### config.mk
export PLATFORM = sky130hd
export DESIGN_NAME = video_sync_processor
export DESIGN_NICKNAME = d
export VERILOG_FILES = /design/src/common/video_sync_pkg.sv /design/src/hdl/video_sync_processor.sv
export VERILOG_INCLUDE_DIRS = /design/src /design/src/common
export SDC_FILE = /design/constraint.sdc
export NUM_CORES = 1
export LEC_CHECK = 0
export BUFFER_PORTS_ARGS = -buffer_cell sky130_fd_sc_hd__buf_2
export CAP_MARGIN = 20
export CORE_UTILIZATION = 55
export CTS_CLUSTER_DIAMETER = 80
export DETAILED_ROUTE_END_ITERATION = 8
export PLACE_DENSITY = 0.77
export SYNTH_ARGS = -nofsm -noshare
export SYNTH_HDL_FRONTEND = slang
export SYNTH_SLANG_ARGS = --single-unit
### constraint.sdc
create_clock -name core_clk_in -period 18.81 [get_ports core_clk_in]
set_input_delay 4.7025 -clock core_clk_in [delete_from_list [all_inputs] [get_ports core_clk_in]]
set_output_delay 4.7025 -clock core_clk_in [all_outputs]
set_load 0.01 [all_outputs]
### src/common/video_sync_params.svh
`ifndef VIDEO_SYNC_PARAMS_SVH
`define VIDEO_SYNC_PARAMS_SVH
// register offsets
`define VSP_OFS_PHASE     8'h04
`define VSP_OFS_SEP_THR   8'h11
`define VSP_OFS_COAST     8'h12
`define VSP_OFS_STATUS    8'h16
`define VSP_OFS_SLICER    8'h1d
`define VSP_OFS_WINDOW    8'h20
`define VSP_OFS_SYNC_SEL  8'h21
`define VSP_OFS_OUT_WIDTH 8'h23
`define VSP_OFS_OUT_POL   8'h24
// field positions
`define VSP_BIT_COAST_POL 0
`define VSP_BIT_COAST_INT 1
`define VSP_BIT_SRC_GREEN 2
`define VSP_BIT_EXTRA     0
`define VSP_BIT_VS_FILT   5
`define VSP_BIT_PLL_FILT  6
`define VSP_BIT_REGEN     7
`define VSP_BIT_IN_POL    5
`define VSP_BIT_POL_OVR   6
`define VSP_BIT_OUT_POL   7
// reset values
`define VSP_RST_PHASE     8'h00
`define VSP_RST_SEP_THR   8'h20
`define VSP_RST_COAST     8'h00
`define VSP_RST_SLICER    8'h80
`define VSP_RST_WINDOW    8'h0a
`define VSP_RST_SYNC_SEL  8'h00
`define VSP_RST_OUT_WIDTH 8'h20
`define VSP_RST_OUT_POL   8'h80
// timing
`define VSP_CLK_NS        40
`define VSP_WIN_UNIT_NS   25
`define VSP_SEP_TICK_NUM  5'h06
`define VSP_SEP_TICK_DEN  5'h19
`define VSP_PIPE_SETS     5'h17
`endif

### src/common/video_sync_pkg.sv
package video_sync_pkg;
    typedef struct packed {
        logic [7:0] addr;
        logic [7:0] wdata;
        logic       wr;
        logic       rd;
    } reg_req_s;

    typedef struct packed {
        logic hsync;
        logic vsync;
        logic green_sync;
        logic coast;
    } sync_pins_s;

    typedef enum logic {
        SEP_SEEK  = 1'b0,
        SEP_VSYNC = 1'b1
    } sep_state_e;
endpackage : video_sync_pkg

### src/hdl/video_sync_processor.sv
`timescale 1ns/1ps
`include "video_sync_params.svh"
// Operation
// - data clock rises midway between output data changes
// - first 23 data sets after start are flagged invalid
// - sampling phase set in 32 steps covering 360 degrees
// - input line sync polarity detected, output polarity known
// - line sync output polarity programmable high or low
// - line sync output aligned to data clock and pixel data
// - line sync output width equals programmed count of output data sets
// - coast blocks the pll reference so pixel clock free-runs
// - coast taken from separated vertical sync or external pin
// - slicer trigger level five bits, slicer gives composite sync
// - separator threshold N gives minimum pulse of N+1 ticks of about 167 ns
// - separator is 8-bit counter at 6 MHz, polarity independent
// - counter up in pulse, down after; over threshold means vsync
// - on vsync counter clears, counts after pulse, threshold ends it
// - separated vsync lags original by threshold duration
// - regenerator runs unconfigured, tolerates extra and missing pulses
// - filter window x times 25 ns each side of regenerated edge
// - filter passes only pulses inside window
// - status bit reports extraneous pulses on the sync input
// - select bit routes filtered sync to pll reference
// - select bit routes regenerated sync to sync processing
// - polarity setting of one means active high
// - vertical sync filter enable bit
module video_sync_processor #(
    parameter int LINE_W = 12
) (
    // clock and reset
    input  wire logic                      core_clk_in,
    input  wire logic                      nrst_in,
    // register port
    input  wire video_sync_pkg::reg_req_s  reg_req_in,
    output logic [7:0]                     reg_rdata_out,
    // sync pins and pixel data
    input  wire video_sync_pkg::sync_pins_s pins_in,
    input  wire logic [7:0]                pixel_in,
    // outputs
    output logic [7:0]                     pixel_out,
    output logic                           pixel_valid_out,
    output logic                           output_data_clock_out,
    output logic                           line_sync_out,
    output logic                           frame_sync_out,
    output logic                           pll_ref_out,
    output logic                           coast_out,
    output logic [4:0]                     phase_step_out,
    output logic [4:0]                     slicer_level_out,
    output logic                           vsync_filter_en_out
);
    // ------------------------------------------------
    // helpers
    // ------------------------------------------------
    // window half width in core cycles, rounded down, never below one
    function automatic logic [LINE_W-1:0] win_cycles(input logic [7:0] x);
        logic [15:0] t;
        t = 16'((32'(x) * `VSP_WIN_UNIT_NS) / `VSP_CLK_NS);
        win_cycles = (t == 16'h0000) ? LINE_W'(1) : t[LINE_W-1:0];
    endfunction : win_cycles

    function automatic logic [7:0] sat_step(input logic [7:0] v, input logic up);
        if (up)
            sat_step = (v == 8'hff) ? v : v + 8'h01;
        else
            sat_step = (v == 8'h00) ? v : v - 8'h01;
    endfunction : sat_step

    // ------------------------------------------------
    // registers
    // ------------------------------------------------
    logic [7:0] phase_r, thr_r, coast_r, slicer_r, window_r, sel_r, width_r, opol_r;
    logic       extra_r;
    logic       extra_set;
    logic [7:0] rdata_nxt;
    logic       wr_any;

    assign wr_any = reg_req_in.wr;

    // read mux, unmapped offsets read zero
    always_comb begin
        case (reg_req_in.addr)
            `VSP_OFS_PHASE:     rdata_nxt = {3'h0, phase_r[4:0]};
            `VSP_OFS_SEP_THR:   rdata_nxt = thr_r;
            `VSP_OFS_COAST:     rdata_nxt = coast_r;
            `VSP_OFS_STATUS:    rdata_nxt = {7'h00, extra_r};
            `VSP_OFS_SLICER:    rdata_nxt = {slicer_r[7:3], 3'h0};
            `VSP_OFS_WINDOW:    rdata_nxt = window_r;
            `VSP_OFS_SYNC_SEL:  rdata_nxt = sel_r;
            `VSP_OFS_OUT_WIDTH: rdata_nxt = width_r;
            `VSP_OFS_OUT_POL:   rdata_nxt = opol_r;
            default:            rdata_nxt = 8'h00;
        endcase
    end

    // register writes and the read data stage
    always_ff @(posedge core_clk_in or negedge nrst_in) begin
        if (!nrst_in) begin
            phase_r       <= `VSP_RST_PHASE;
            thr_r         <= `VSP_RST_SEP_THR;
            coast_r       <= `VSP_RST_COAST;
            slicer_r      <= `VSP_RST_SLICER;
            window_r      <= `VSP_RST_WINDOW;
            sel_r         <= `VSP_RST_SYNC_SEL;
            width_r       <= `VSP_RST_OUT_WIDTH;
            opol_r        <= `VSP_RST_OUT_POL;
            reg_rdata_out <= 8'h00;
        end else begin
            if (wr_any) begin
                case (reg_req_in.addr)
                    `VSP_OFS_PHASE:     phase_r  <= reg_req_in.wdata;
                    `VSP_OFS_SEP_THR:   thr_r    <= reg_req_in.wdata;
                    `VSP_OFS_COAST:     coast_r  <= reg_req_in.wdata;
                    `VSP_OFS_SLICER:    slicer_r <= reg_req_in.wdata;
                    `VSP_OFS_WINDOW:    window_r <= reg_req_in.wdata;
                    `VSP_OFS_SYNC_SEL:  sel_r    <= reg_req_in.wdata;
                    `VSP_OFS_OUT_WIDTH: width_r  <= reg_req_in.wdata;
                    `VSP_OFS_OUT_POL:   opol_r   <= reg_req_in.wdata;
                    default:            ;
                endcase
            end
            reg_rdata_out <= reg_req_in.rd ? rdata_nxt : 8'h00;
        end
    end

    // extraneous pulse flag: sticky, cleared by reading it, a new event wins
    always_ff @(posedge core_clk_in or negedge nrst_in) begin
        if (!nrst_in)
            extra_r <= 1'b0;
        else if (extra_set)
            extra_r <= 1'b1;
        else if (reg_req_in.rd && reg_req_in.addr == `VSP_OFS_STATUS)
            extra_r <= 1'b0;
    end

    // ------------------------------------------------
    // input synchronisers
    // ------------------------------------------------
    logic [3:0] pin_s1_r, pin_s2_r;
    always_ff @(posedge core_clk_in or negedge nrst_in) begin
        if (!nrst_in) begin
            pin_s1_r <= 4'h0;
            pin_s2_r <= 4'h0;
        end else begin
            pin_s1_r <= pins_in;
            pin_s2_r <= pin_s1_r;
        end
    end

    logic hs_raw, vs_raw, green_raw, coast_raw;
    assign {hs_raw, vs_raw, green_raw, coast_raw} = pin_s2_r;

    // ------------------------------------------------
    // polarity detect: sync spends less time active than idle
    // ------------------------------------------------
    logic [LINE_W-1:0] pol_cnt_r;
    logic              pol_high, hs_act, comp_act;
    always_ff @(posedge core_clk_in or negedge nrst_in) begin
        if (!nrst_in)
            // start just on the active-high side: the flushed synchroniser
            // reads low, so no false leading edge follows reset
            pol_cnt_r <= {1'b0, {(LINE_W-1){1'b1}}};
        else if (hs_raw && pol_cnt_r != {LINE_W{1'b1}})
            pol_cnt_r <= pol_cnt_r + LINE_W'(1);
        else if (!hs_raw && pol_cnt_r != {LINE_W{1'b0}})
            pol_cnt_r <= pol_cnt_r - LINE_W'(1);
    end

    // override bit forces the input polarity, one meaning active high
    assign pol_high = opol_r[`VSP_BIT_POL_OVR] ? opol_r[`VSP_BIT_IN_POL]
                                               : !pol_cnt_r[LINE_W-1];
    assign hs_act   = pol_high ? hs_raw : !hs_raw;
    // slicer output is active low composite sync
    assign comp_act = coast_r[`VSP_BIT_SRC_GREEN] ? !green_raw : hs_act;

    // ------------------------------------------------
    // sync separator on a 6 MHz tick made by a fractional accumulator
    // ------------------------------------------------
    logic [4:0]               acc_r;
    logic                     tick;
    logic [7:0]               sep_cnt_r;
    video_sync_pkg::sep_state_e sep_st_r;
    logic                     sep_vs_r;
    logic [5:0]               acc_sum;

    assign acc_sum = {1'b0, acc_r} + {1'b0, `VSP_SEP_TICK_NUM};
    assign tick    = acc_sum >= {1'b0, `VSP_SEP_TICK_DEN};

    always_ff @(posedge core_clk_in or negedge nrst_in) begin
        if (!nrst_in)
            acc_r <= 5'h00;
        else
            acc_r <= tick ? 5'(acc_sum - {1'b0, `VSP_SEP_TICK_DEN}) : acc_sum[4:0];
    end

    // separator state machine, same for either sync polarity
    always_ff @(posedge core_clk_in or negedge nrst_in) begin
        if (!nrst_in) begin
            sep_st_r  <= video_sync_pkg::SEP_SEEK;
            sep_cnt_r <= 8'h00;
            sep_vs_r  <= 1'b0;
        end else if (tick) begin
            case (sep_st_r)
                video_sync_pkg::SEP_SEEK: begin
                    if (sep_cnt_r > thr_r) begin
                        sep_st_r  <= video_sync_pkg::SEP_VSYNC;
                        sep_vs_r  <= 1'b1;
                        sep_cnt_r <= 8'h00;
                    end else begin
                        sep_cnt_r <= sat_step(sep_cnt_r, comp_act);
                    end
                end
                video_sync_pkg::SEP_VSYNC: begin
                    if (comp_act) begin
                        sep_cnt_r <= 8'h00;
                    end else if (sep_cnt_r >= thr_r) begin
                        sep_st_r  <= video_sync_pkg::SEP_SEEK;
                        sep_vs_r  <= 1'b0;
                        sep_cnt_r <= 8'h00;
                    end else begin
                        sep_cnt_r <= sat_step(sep_cnt_r, 1'b1);
                    end
                end
                default: sep_st_r <= video_sync_pkg::SEP_SEEK;
            endcase
        end
    end

    // ------------------------------------------------
    // line sync regenerator and filter
    // ------------------------------------------------
    logic              hs_dly_r, lead;
    logic [LINE_W-1:0] ph_r, period_r, win, early_lim;
    logic              locked, in_early, in_late, in_win, regen_edge;
    logic              filt_r, regen_hs, seen_r;

    assign lead       = hs_act && !hs_dly_r;
    assign win        = win_cycles(window_r);
    assign locked     = period_r != {LINE_W{1'b0}};
    assign early_lim  = (period_r > win) ? period_r - win : {LINE_W{1'b0}};
    assign in_early   = ph_r >= early_lim;
    assign in_late    = ph_r <= win;
    assign in_win     = !locked || in_early || in_late;
    assign regen_edge = locked && ph_r == period_r;
    assign regen_hs   = locked && ph_r < LINE_W'(width_r);
    assign extra_set  = lead && !in_win;

    // no setup: the first edge starts timing and the second seeds the period,
    // since time since reset is no period; stray edges are ignored and
    // a missing edge is replaced by the predicted one
    always_ff @(posedge core_clk_in or negedge nrst_in) begin
        if (!nrst_in) begin
            hs_dly_r <= 1'b0;
            ph_r     <= {LINE_W{1'b0}};
            period_r <= {LINE_W{1'b0}};
            filt_r   <= 1'b0;
            seen_r   <= 1'b0;
        end else begin
            hs_dly_r <= hs_act;
            if (lead)
                seen_r <= 1'b1;
            if (lead && in_win) begin
                ph_r <= {LINE_W{1'b0}};
                if (locked ? in_early : seen_r)
                    period_r <= ph_r;
            end else if (regen_edge) begin
                ph_r <= {LINE_W{1'b0}};
            end else if (ph_r != {LINE_W{1'b1}}) begin
                ph_r <= ph_r + LINE_W'(1);
            end
            if (lead)
                filt_r <= in_win;
            else if (!hs_act)
                filt_r <= 1'b0;
        end
    end

    // ------------------------------------------------
    // source selection and coast
    // ------------------------------------------------
    logic proc_hs, pll_src, coast_act;
    assign proc_hs   = sel_r[`VSP_BIT_REGEN] ? regen_hs : hs_act;
    assign pll_src   = sel_r[`VSP_BIT_PLL_FILT] ? filt_r : hs_act;
    // external coast is the far side's business; tied inactive when unused
    assign coast_act = coast_r[`VSP_BIT_COAST_INT] ? sep_vs_r
                     : (coast_r[`VSP_BIT_COAST_POL] ? coast_raw : !coast_raw);

    always_ff @(posedge core_clk_in or negedge nrst_in) begin
        if (!nrst_in) begin
            pll_ref_out         <= 1'b0;
            coast_out           <= 1'b0;
            frame_sync_out      <= 1'b0;
            phase_step_out      <= 5'h00;
            slicer_level_out    <= 5'h00;
            vsync_filter_en_out <= 1'b0;
        end else begin
            pll_ref_out         <= pll_src && !coast_act;
            coast_out           <= coast_act;
            frame_sync_out      <= sep_vs_r;
            phase_step_out      <= phase_r[4:0];
            slicer_level_out    <= slicer_r[7:3];
            vsync_filter_en_out <= sel_r[`VSP_BIT_VS_FILT];
        end
    end

    // ------------------------------------------------
    // output data clock, pixel pipeline and line sync output
    // ------------------------------------------------
    logic       data_en, proc_dly_r, ls_pend_r;
    logic [7:0] ls_cnt_r;
    logic [4:0] sets_r;

    // data moves when the clock output falls, so its rise sits mid-data
    assign data_en = output_data_clock_out;

    always_ff @(posedge core_clk_in or negedge nrst_in) begin
        if (!nrst_in) begin
            output_data_clock_out <= 1'b0;
            pixel_out             <= 8'h00;
            pixel_valid_out       <= 1'b0;
            sets_r                <= 5'h00;
            proc_dly_r            <= 1'b0;
            ls_pend_r             <= 1'b0;
            ls_cnt_r              <= 8'h00;
            line_sync_out         <= 1'b0;
        end else begin
            output_data_clock_out <= !output_data_clock_out;
            proc_dly_r            <= proc_hs;
            // leading edge is held until the next data set so it lines up
            if (data_en)
                ls_pend_r <= 1'b0;
            else if (proc_hs && !proc_dly_r)
                ls_pend_r <= 1'b1;
            if (data_en) begin
                pixel_out <= pixel_in;
                if (sets_r != `VSP_PIPE_SETS)
                    sets_r <= sets_r + 5'h01;
                pixel_valid_out <= sets_r == `VSP_PIPE_SETS;
                if (ls_pend_r || (proc_hs && !proc_dly_r))
                    ls_cnt_r <= width_r;
                else if (ls_cnt_r != 8'h00)
                    ls_cnt_r <= ls_cnt_r - 8'h01;
                // width counts data sets so edges stay on data changes
                line_sync_out <= (ls_pend_r || (proc_hs && !proc_dly_r) ? (width_r != 8'h00)
                                 : (ls_cnt_r > 8'h01)) == opol_r[`VSP_BIT_OUT_POL];
            end
        end
    end
endmodule : video_sync_processor

==> impl_results.md, run 1 <==
* Via count at around 10000
* Wire length per cell at 17.8 um
* Post-CTS sizing at 0
* Drt drc at 0
* Dpl hpwl at just over 20000 um
* CTS Buffer Depth at 2
* Post-synth top flop: dfrtp_1
* Clock transition time at the flip-flop clock pins of the worst setup and hold paths at roughly 0.070 ns
* Crit path buf inv count at 4
* Warnings from Yosys at 0
* Vias in the first global route at about 9700
* Worst EP required at ~19 ns
* VDD IR max at 0.0000900 V
* Most common cell after layout, fill and taps aside: dfrtp_1
* Slowest stage delay, CP at about 0.87 ns
* Worst clock skew at 0.00864 ns
* Pwr Total at 1.67 mW
* Die X at 151 um
* Worst Hold Depth at 0
* Initial DRC count at about 740
* GR peak layer: met2
* Status: finished, final reports clean
* Final setup vio count at 0
* Synthesized instance count at between 1000 and 1500
* Met2 GRT Util at a little over two fifths
* CP Data Arrival Time at approximately 14 ns
* Routability cong. at approximately 0.91
* Post-synth ARST share at 100%
* Global-route wire length before repair at roughly 48000 um
* EDFF count, synth at 0
* Maximum number of pins on one net before global-route repair at 87
* DP Area at roughly 13000 um2
* Htree depth at 4
* Initial Util at 56.0%
* Seq/Total Area, Yosys at 34.5%
* CP max-delay cell: o31ai_2
* Buffers on Ports at between 60 and 70
* CTS sink count at approximately 170
* Final ANT Viol Nets at 0
* CP Max Fanout at 14
* Power per Cell Area at about 130 nW/um2
* Overflow after GRT at 0
* Hold Slack at between 0.3 and 0.4 ns
* Max Cap Violations at 0
* CP startpoint kind: register
* Worst-skew pair later-pin latency at roughly 0.43 ns
* ANT cells at 0
* Final WL at approximately 29000 um
* First-pass DRT Iterations at 6
* Slew Limit Fails at 0
* CTS root buf: clkbuf_16
* Mean post-synth cell area at roughly 9.6 um2
* Post-Layout Inst Area at 13300 um2
* Die Area at approximately 23000 um2
* Initial antenna violation count at 0
* Share of cells above drive strength 1 at between 10% and 20%
* P&R area growth vs syn at 9.00%
* # IOs at 65
* Pleak at 6.18 nW
* Place WS at about 4.5 ns
* Core area at 21800 um2
* Register bit total from synthesis at ~170
* Post-Layout Cell Count at 1607
* Die Height at around 150 um
* Slew HR at approximately a quarter
* Total GRT Usage at a little over a quarter
* Period minus WS final at 14.17 ns
* Setup ws final at approximately 4.6 ns
* DP Cell Count at about 1600
* GR Util met3 at between 4 and 5%
* Final period utilization at between 70 and 80%
* Top cell by count, worst path: a21o_1
* CTS tree: done
* FP Rows at 54
* # Post-CTS Setup Buffers at 0
* Cell Area, Synth at 12200 um2
* Delay-heaviest family, CP: compound AO/OA/AOI/OAI gates
* Worst Tran Pin Value at between 1 and 1.5 ns
* Crit Path Class: register to register
* Crit. path cell count at 59
* F_max at between 0.07 and 0.08 GHz
* Most frequent cells in the layout: dfrtp_1 (150), nand2_1 (109), ha_1 (96)
* Hold bufs inserted after CTS at 0
* Hold WC Path Type: register to register
* Path depth of the worst reg2reg path at 59
* Flop-to-flop setup slack at approximately 4.6 ns
* Via density at 6.27
* Nets@finish at roughly 1400
* Setup TNS at 0 ns
* Syn_nets at 1401
* Hold Fails Final Rpt at 0
* Unrepaired setup endpoints after global routing: no
* Setup crit end kind: register
* Yosys cell types at 106
* Met1 Use GR at a little over a third
* Final Util at just over 60%
* CTS Buf Count at 17
## layout make-up
class / instances / area [um2]
fillers: 1804 / 8480
flip-flops and latches: 167 / 4200
clock buffers: 17 / 425
repair buffers: 72 / 407
clock inverters: 15 / 143
well taps: 280 / 350
multi-input cells: 1001 / 7530
inverters: 55 / 211
## flip-flops by register name, indices dropped and copies added, names as in the netlist, 5 cells and up
| name | cells |
|---|---|
| period_r | 12 |
| ph_r | 12 |
| pol_cnt_r | 12 |
| coast_r | 8 |
| ls_cnt_r | 8 |
| opol_r | 8 |
| pixel_out | 8 |
| reg_rdata_out | 8 |
| sel_r | 8 |
| sep_cnt_r | 8 |
| thr_r | 8 |
| width_r | 8 |
| window_r | 8 |
| acc_r | 5 |
| phase_r | 5 |
| phase_step_out | 5 |
| sets_r | 5 |
| slicer_level_out | 5 |
| slicer_r | 5 |
## synthesized netlist by cell type, drive strengths merged (4+ instances only)
cell / number / share of area, %
a211oi: 14 / 1.1
nand2b: 12 / 0.62
xor2: 38 / 2.8
nor3b: 6 / 0.37
o21ai: 66 / 2.9
a31oi: 25 / 1.3
nor2: 82 / 2.7
a211o: 9 / 0.73
fa: 5 / 0.82
nor4: 19 / 1.0
o22ai: 8 / 0.41
o21bai: 9 / 0.59
nand2: 111 / 3.5
o31ai: 10 / 0.77
mux2i: 17 / 1.4
nor3: 28 / 1.2
clkbuf: 28 / 0.86
o21a: 5 / 0.31
a2111oi: 7 / 0.91
o32ai: 4 / 0.29
o211ai: 13 / 1.0
o221ai: 4 / 0.34
a21o: 32 / 2.0
mux2: 82 / 7.6
nand4: 22 / 1.2
o2111ai: 7 / 0.50
a22o: 5 / 0.36
nand3b: 7 / 0.43
nor2b: 17 / 0.87
o22a: 4 / 0.29
a21oi: 80 / 3.7
nand3: 35 / 1.4
or2: 6 / 0.33
a222oi: 5 / 0.41
a22oi: 16 / 1.0
nand4b: 4 / 0.29
ha: 96 / 9.9
and3: 11 / 0.57
buf: 17 / 1.0
xnor2: 36 / 3.0
dfrtp: 150 / 31
inv: 54 / 1.7
dfstp: 17 / 3.7
or3: 8 / 0.41
## worst paths after layout
kind	start	end
hold / removal	pin_s1_r[1]	pin_s2_r[1]
min in group asynchronous	nrst_in	acc_r[3]
hold reg to reg	pin_s1_r[1]	pin_s2_r[1]
max in group asynchronous	nrst_in	pol_cnt_r[9]
setup / recovery	window_r[1]	period_r[10]
setup reg to reg	window_r[1]	period_r[10]
## report_power, final
group	leakage, nW	internal, mW	total (mW)	switching [mW]
Combinational	3.78	0.357	0.840	0.483
Clock	0.274	0.175	0.335	0.160
Sequential	2.13	0.424	0.492	0.0684
Total	6.18	0.956	1.67	0.712
## logic make-up (layout without fill, tap and decap cells)
kind of cell               after synthesis  after routing  share of synthesized area (%)
adders and majority gates              103            103                           10.9
muxes                                   99             99                           8.98
and+or+nand+nor                        377            377                           15.5
xor gates and xnor gates                74             74                           5.79
buffers and inverters                  100            159                           3.62
AOI/OAI and AO/OA                      348            348                           20.8
DFF                                    167            167                           34.5
## worst register-to-register path, delay by kind of cell, from the launching register on
family                   cells  cell delay (ns)
flip-flops                   1             0.58
buffers and inverters        4             0.56
adder cells (fa/ha/maj)     10             3.31
AO/OA/AOI/OAI               27             6.42
multiplexers                 2             0.52
AND/OR/NAND/NOR             16             2.68
## layer usage
metal / part of all wire [%] / vias up
met5: 0 / -
met4: 2.9 / 0
met3: 5.7 / 65
met2: 47 / 332
met1: 44 / 4875
li1: - / 4808
(Power assumes the default switching activity.)
==> inputs of run 2 (changes only) <==
==> constraint.sdc (replaced) <==
create_clock -name core_clk_in -period 14.6 [get_ports core_clk_in]
set_input_delay 3.65 -clock core_clk_in [delete_from_list [all_inputs] [get_ports core_clk_in]]
set_output_delay 3.65 -clock core_clk_in [all_outputs]
set_load 0.01 [all_outputs]
==> impl_results.md, run 2 (synthesis gave the netlist of run 1 again) <==
* Slowest stage delay, CP at 0.58 ns (was 0.87 ns)
* RR Startpoint: window_r[1] (unchanged)
* Worst EP required at 14.91 ns (was 19.12 ns)
* Overflow after GRT at 0 (unchanged)
* Initial Util at 56.0% (unchanged)
* Setup ws final at 1.10 ns (was 4.64 ns)
* Final setup vio count at 0 (unchanged)
* Buffers on Ports at 63 (unchanged)
* Slew HR at 24.7% (was 25.1%)
* Setup crit end kind: register (unchanged)
* CTS tree: done (unchanged)
* Share of cells above drive strength 1 at 19.6% (was 19.4%)
* CTS Buf Count at 17 (unchanged)
* Dpl hpwl at 20000 um (was 20300 um)
* Core area at 21800 um2 (unchanged)
* Power per Cell Area at 161 nW/um2 (was 126 nW/um2)
* Worst Tran Pin Value at 1.12 ns (was 1.11 ns)
* Max Cap Violations at 0 (unchanged)
* Critical Path Sink: period_r[2] (was period_r[10])
* Maximum number of pins on one net before global-route repair at 100 (was 87)
* CP Data Arrival Time at 13.80 ns (was 14.48 ns)
* Logic pwr share at 51.1% (was 50.4%)
* Htree depth at 4 (unchanged)
* Top cell by count, worst path: a21o_1 (unchanged)
* Via count at 10000 (was 10100)
* Pleak at 6.18 nW (about the same)
* Global-route wire length before repair at 46300 um (was 47700 um)
* Via density at 6.23 (was 6.27)
* Crit path buf inv count at 4 (unchanged)
* Nets@finish at 1449 (was 1447)
* DP Area at 12700 um2 (about the same)
* Top Registers: period_r x12, ph_r x12, pol_cnt_r x12 (unchanged)
* Setup TNS at 0 ns (unchanged)
* First-pass DRT Iterations at 8 (was 6)
* Worst clock skew at 0.00695 ns (was 0.00864 ns)
* Crit. path cell count at 59 (unchanged)
* P&R area growth vs syn at 8.79% (was 9.00%)
* Cell Int Power at 1.23 mW (was 0.956 mW)
* Die X at 151 um (unchanged)
* Switching Fraction at 42.3% (was 42.7%)
* Period minus WS final at 13.50 ns (was 14.17 ns)
* Net Sw Power at 0.904 mW (was 0.712 mW)
* CTS root buf: clkbuf_16 (unchanged)
* Flop-to-flop setup slack at 1.10 ns (was 4.64 ns)
* Die Height at 151 um (unchanged)
* Vias in the first global route at 9456 (was 9722)
* Worst r2r dst: period_r[2] (was period_r[10])
* CP max-delay cell: dfstp_2 (was o31ai_2)
* # IOs at 65 (unchanged)
* Path depth of the worst reg2reg path at 59 (unchanged)
* CTS sink count at 167 (unchanged)
* Final WL at 28000 um (was 28600 um)
* Initial antenna violation count at 0 (unchanged)
* Final period utilization at 92.4% (was 75.3%)
* Delay-heaviest family, CP: compound AO/OA/AOI/OAI gates (unchanged)
* Most frequent cells in the layout: dfrtp_1 (150), nand2_1 (108), ha_1 (96) (was dfrtp_1 (150), nand2_1 (109), ha_1 (96))
* Hold Fails Final Rpt at 0 (unchanged)
* Flop pwr share at 29.6% (was 29.5%)
* Total GRT Usage at 25.4% (was 26.1%)
* Wire length per cell at 17.4 um (was 17.8 um)
* Final Util at 60.9% (was 61.0%)
* VDD IR max at 0.000126 V (was 0.0000900 V)
* CTS Buffer Depth at 2 (unchanged)
* Die Area at 22700 um2 (unchanged)
* CP startpoint kind: register (unchanged)
* Hold Slack at 0.350 ns (was 0.345 ns)
* Min-delay src: pin_s1_r[3] (was pin_s1_r[1])
* Slew Limit Fails at 0 (unchanged)
* Worst-skew pair later-pin latency at 0.42 ns (was 0.43 ns)
* Drt drc at 0 (unchanged)
* Hold WC Path Type: register to register (unchanged)
* FP Rows at 54 (unchanged)
* Setup crit start: window_r[1] (unchanged)
* Initial DRC count at 824 (was 744)
* Most common cell after layout, fill and taps aside: dfrtp_1 (unchanged)
* Clock Power Share at 19.3% (was 20.1%)
* Post-Layout Inst Area at 13200 um2 (was 13300 um2)
* Unrepaired setup endpoints after global routing: no (unchanged)
* ANT cells at 0 (unchanged)
* F_max at 0.0741 GHz (was 0.0706 GHz)
* CP Max Fanout at 14 (unchanged)
* Routability cong. at 0.893 (was 0.913)
* Final ANT Viol Nets at 0 (unchanged)
* Crit Path Class: register to register (unchanged)
* Status: finished, final reports clean (unchanged)
* Clock transition time at the flip-flop clock pins of the worst setup and hold paths at 0.07 ns (about the same)
* Place WS at 0.774 ns (was 4.47 ns)
## run 2: changes by cell type in the layout (fill, tap and decap cells not counted), moves of 3 or more
cell / delta
buf_4: +3
clkinv_2: +4
clkinv_4: -3
inv_6: +4
inv_8: -3
## run 2: what timing repair did
item / CTS / global route
hold buffers: 0 / 0
buffers inserted: 0 / 1
endpoints found under the setup margin: 0 / 19
resized for setup: 0 / 2
## run 2: final cells by class
type | count | area, um2
clock buffer | 17 | 425
clock inverter | 15 | 114
fill | 1814 | 8510
inverter | 55 | 211
multi-input combinational | 1001 | 7540
sequential | 167 | 4200
tap | 280 | 350
timing repair buffer | 74 | 402
## run 2: how the worst min path moves through the flow
stage	endpoint	slack, ns	cells past startpoint
4_1_cts	pin_s2_r[3]	0.35	0
6_report	pin_s2_r[3]	0.35	0
3_3_place_gp	pin_s2_r[0]	0.33	0
3_5_place_dp	pin_s2_r[3]	0.33	0
5_1_grt	pin_s2_r[1]	0.36	0
2_1_floorplan	pin_s2_r[0]	0.33	0
## run 2: metrics by stage
stage / instances / power [mW]
3_5_place_dp: 1574 / 1.70
5_1_grt: 1609 / 2.30
6_report: 1609 / 2.14
4_1_cts: 1606 / 2.12
3_3_place_gp: 1574 / 1.67
2_1_floorplan: 1268 / 1.48
## run 2: power by group through the flow
stage                     clock network (mW)  registers, mW  logic (mW)
after floorplan                            0          0.612       0.868
after global placement                     0          0.635        1.04
after detailed placement                   0          0.637        1.07
after CTS                              0.420          0.630        1.07
after global routing                   0.436          0.642        1.22
final                                  0.413          0.632        1.09
## run 2: layer usage
layer / share of wire, % / GRT usage (%) / wire [um] / vias up
li1: - / - / - / 4803
met1: 45 / 34.3 / 12600 / 4886
met2: 48 / 41.9 / 13400 / 290
met3: 4.8 / 3.31 / 1350 / 53
met4: 2.2 / 9.00 / 611 / 0
met5: 0 / 0 / 0 / -
==> inputs of run 3 (changes only) <==
--- a/config.mk
+++ b/config.mk
@@ -8,10 +8,13 @@
 export LEC_CHECK = 0
 export BUFFER_PORTS_ARGS = -buffer_cell sky130_fd_sc_hd__buf_2
 export CAP_MARGIN = 20
-export CORE_UTILIZATION = 55
+export CELL_PAD_IN_SITES_DETAIL_PLACEMENT = 1
+export CELL_PAD_IN_SITES_GLOBAL_PLACEMENT = 2
+export CORE_UTILIZATION = 41
+export CTS_BUF_LIST = sky130_fd_sc_hd__clkbuf_4
 export CTS_CLUSTER_DIAMETER = 80
 export DETAILED_ROUTE_END_ITERATION = 8
-export PLACE_DENSITY = 0.77
+export PLACE_DENSITY_LB_ADDON = 0.1
 export SYNTH_ARGS = -nofsm -noshare
 export SYNTH_HDL_FRONTEND = slang
 export SYNTH_SLANG_ARGS = --single-unit
==> impl_results.md, run 3 (synthesis gave the netlist of run 1 again) <==
* Drt drc at 0 (unchanged)
* Maximum number of pins on one net before global-route repair at 102 (was 100)
* CP Data Arrival Time at 14.10 ns (was 13.80 ns)
* CTS Buf Count at 17 (unchanged)
* Initial antenna violation count at 1 (was 0)
* Worst EP required at 15.10 ns (was 14.91 ns)
* RR Startpoint: window_r[1] (unchanged)
* Routability cong. at 0.834 (was 0.893)
* Hold Fails Final Rpt at 0 (unchanged)
* Power per Cell Area at 159 nW/um2 (was 161 nW/um2)
* Global-route wire length before repair at 54500 um (was 46300 um)
* Layout filler cell count at 3309 (was 1814)
* Top Registers: period_r x12, ph_r x12, pol_cnt_r x12 (unchanged)
* CP startpoint kind: register (unchanged)
* Wire length per cell at 19.1 um (was 17.4 um)
* Dpl hpwl at 24300 um (was 20000 um)
* Worst clock skew at 0.0179 ns (was 0.00695 ns)
* Worst-skew pair later-pin latency at 0.59 ns (was 0.42 ns)
* CTS root buf: clkbuf_4 (was clkbuf_16)
* CTS tree: done (unchanged)
* Slew Limit Fails at 0 (unchanged)
* Max Cap Violations at 0 (unchanged)
* Final setup vio count at 0 (unchanged)
* Clock transition time at the flip-flop clock pins of the worst setup and hold paths at 0.15 ns (was 0.07 ns)
* Via density at 5.76 (was 6.23)
* First-pass DRT Iterations at 7 (was 8)
* Final period utilization at 93.2% (was 92.4%)
* Via count at 9931 (was 10000)
* Slowest stage delay, CP at 0.60 ns (was 0.58 ns)
* Htree depth at 4 (unchanged)
* Hold WC Path Type: register to register (unchanged)
* Worst r2r dst: ph_r[2] (was period_r[2])
* Slew HR at 28.3% (was 24.7%)
* Flop-to-flop setup slack at 1.0 ns (was 1.10 ns)
* Path depth of the worst reg2reg path at 60 (was 59)
* Most frequent cells in the layout: dfrtp_1 (150), nand2_1 (109), ha_1 (96) (was dfrtp_1 (150), nand2_1 (108), ha_1 (96))
* Die Height at 174 um (was 151 um)
* Initial DRC count at 512 (was 824)
* Core area at 28900 um2 (was 21800 um2)
* Die Area at 30400 um2 (was 22700 um2)
* Final WL at 32900 um (was 28000 um)
* F_max at 0.0735 GHz (was 0.0741 GHz)
* CP max-delay cell: dfstp_2 (unchanged)
* Critical Path Sink: ph_r[2] (was period_r[2])
* Most common cell after layout, fill and taps aside: dfrtp_1 (unchanged)
* P&R area growth vs syn at 9.21% (was 8.79%)
* Pleak at 6.16 nW (was 6.18 nW)
* Setup crit end kind: register (unchanged)
* CTS Buffer Depth at 2 (unchanged)
* Buffers on Ports at 63 (unchanged)
* Top cell by count, worst path: a21o_1 (unchanged)
* Multi-input logic area at 7550 um2 (was 7540 um2)
* Worst Tran Pin Value at 1.07 ns (was 1.12 ns)
* Setup TNS at 0 ns (unchanged)
* FP Rows at 62 (was 54)
* Period minus WS final at 13.60 ns (was 13.50 ns)
* Crit Path Class: register to register (unchanged)
* VDD IR max at 0.0000822 V (was 0.000126 V)
* Die X at 174 um (was 151 um)
* Status: finished, final reports clean (unchanged)
* CTS sink count at 167 (unchanged)
* Total GRT Usage at 22.3% (was 25.4%)
* # IOs at 65 (unchanged)
* Reg area at 4200 um2 (unchanged)
* Overflow after GRT at 0 (unchanged)
* Initial Util at 42.1% (was 56.0%)
* CP Max Fanout at 12 (was 14)
* Final ANT Viol Nets at 0 (unchanged)
* Vias in the first global route at 10100 (was 9456)
* Setup crit start: window_r[1] (unchanged)
* Hold Slack at 0.363 ns (was 0.350 ns)
* Unrepaired setup endpoints after global routing: no (unchanged)
* Share of cells above drive strength 1 at 20.1% (was 19.6%)
* Nets@finish at 1458 (was 1449)
run 3: worst min path at each step:
stage	from	endpoint	slack, ns	cells past startpoint
CTS	pin_s1_r[1]	pin_s2_r[1]	0.37	0
detailed placement	pin_s1_r[1]	pin_s2_r[1]	0.34	0
global placement	pin_s1_r[0]	pin_s2_r[0]	0.34	0
floorplan	pin_s1_r[0]	pin_s2_r[0]	0.33	0
finish	pin_s1_r[0]	pin_s2_r[0]	0.36	0
global route	pin_s1_r[3]	pin_s2_r[3]	0.37	0
run 3: timing repair:
item / 4_1_cts / 5_1_grt
endpoints found under the hold margin: 0 / 0
gates resized for setup: 0 / 2
setup endpoints to repair: 0 / 10
hold buffers: 0 / 0
setup buffers: 0 / 0
run 3: where the power goes:
| part | total, mW | internal [mW] | switching [mW] | leakage [nW] |
|---|---|---|---|---|
| sequential | 0.634 | 0.545 | 0.0887 | 2.13 |
| combinational | 1.14 | 0.481 | 0.661 | 3.85 |
| clock | 0.337 | 0.171 | 0.166 | 0.188 |
| total | 2.11 | 1.20 | 0.916 | 6.16 |
run 3: final cells by class:
class / count / share of cell area, %
multi-input combinational: 1001 / 56.8
sequential: 167 / 31.6
timing repair buffer: 83 / 3.62
tap: 384 / 3.61
clock inverter: 13 / 1.71
inverter: 55 / 1.59
clock buffer: 18 / 1.02
antenna: 2 / 0.0376
run 3: worst max-delay path: cells and delay by family, from the launching register on:
kind	cells	cell delay, ns
adders and majority gates	10	3.30
AOI/OAI and AO/OA	28	6.18
DFF	1	0.60
muxes	1	0.31
buffers and inverters	4	0.43
and+or+nand+nor	17	2.63
run 3: metal layers:
layer	up-vias	track usage (%)	wire length, um
met5	-	0	0
met4	0	5.19	403
met3	26	2.69	735
met2	113	37.0	15600
met1	4964	30.9	16100
li1	4828	-	-
run 3: metrics by stage:
step | worst slack (ns) | std cells | instance area, um2 | power (mW) | utilization (%)
after floorplan | 2.65 | 1268 | 12200 | 1.48 | -
after global placement | 1.11 | 1688 | 12900 | 1.75 | 44.6
after detailed placement | 0.916 | 1688 | 12900 | 1.78 | 44.6
after CTS | 0.839 | 1719 | 13300 | 2.13 | 45.8
after global routing | 0.102 | 1723 | 13300 | 2.29 | 46.0
final | 0.999 | 1723 | 13300 | 2.11 | 46.0
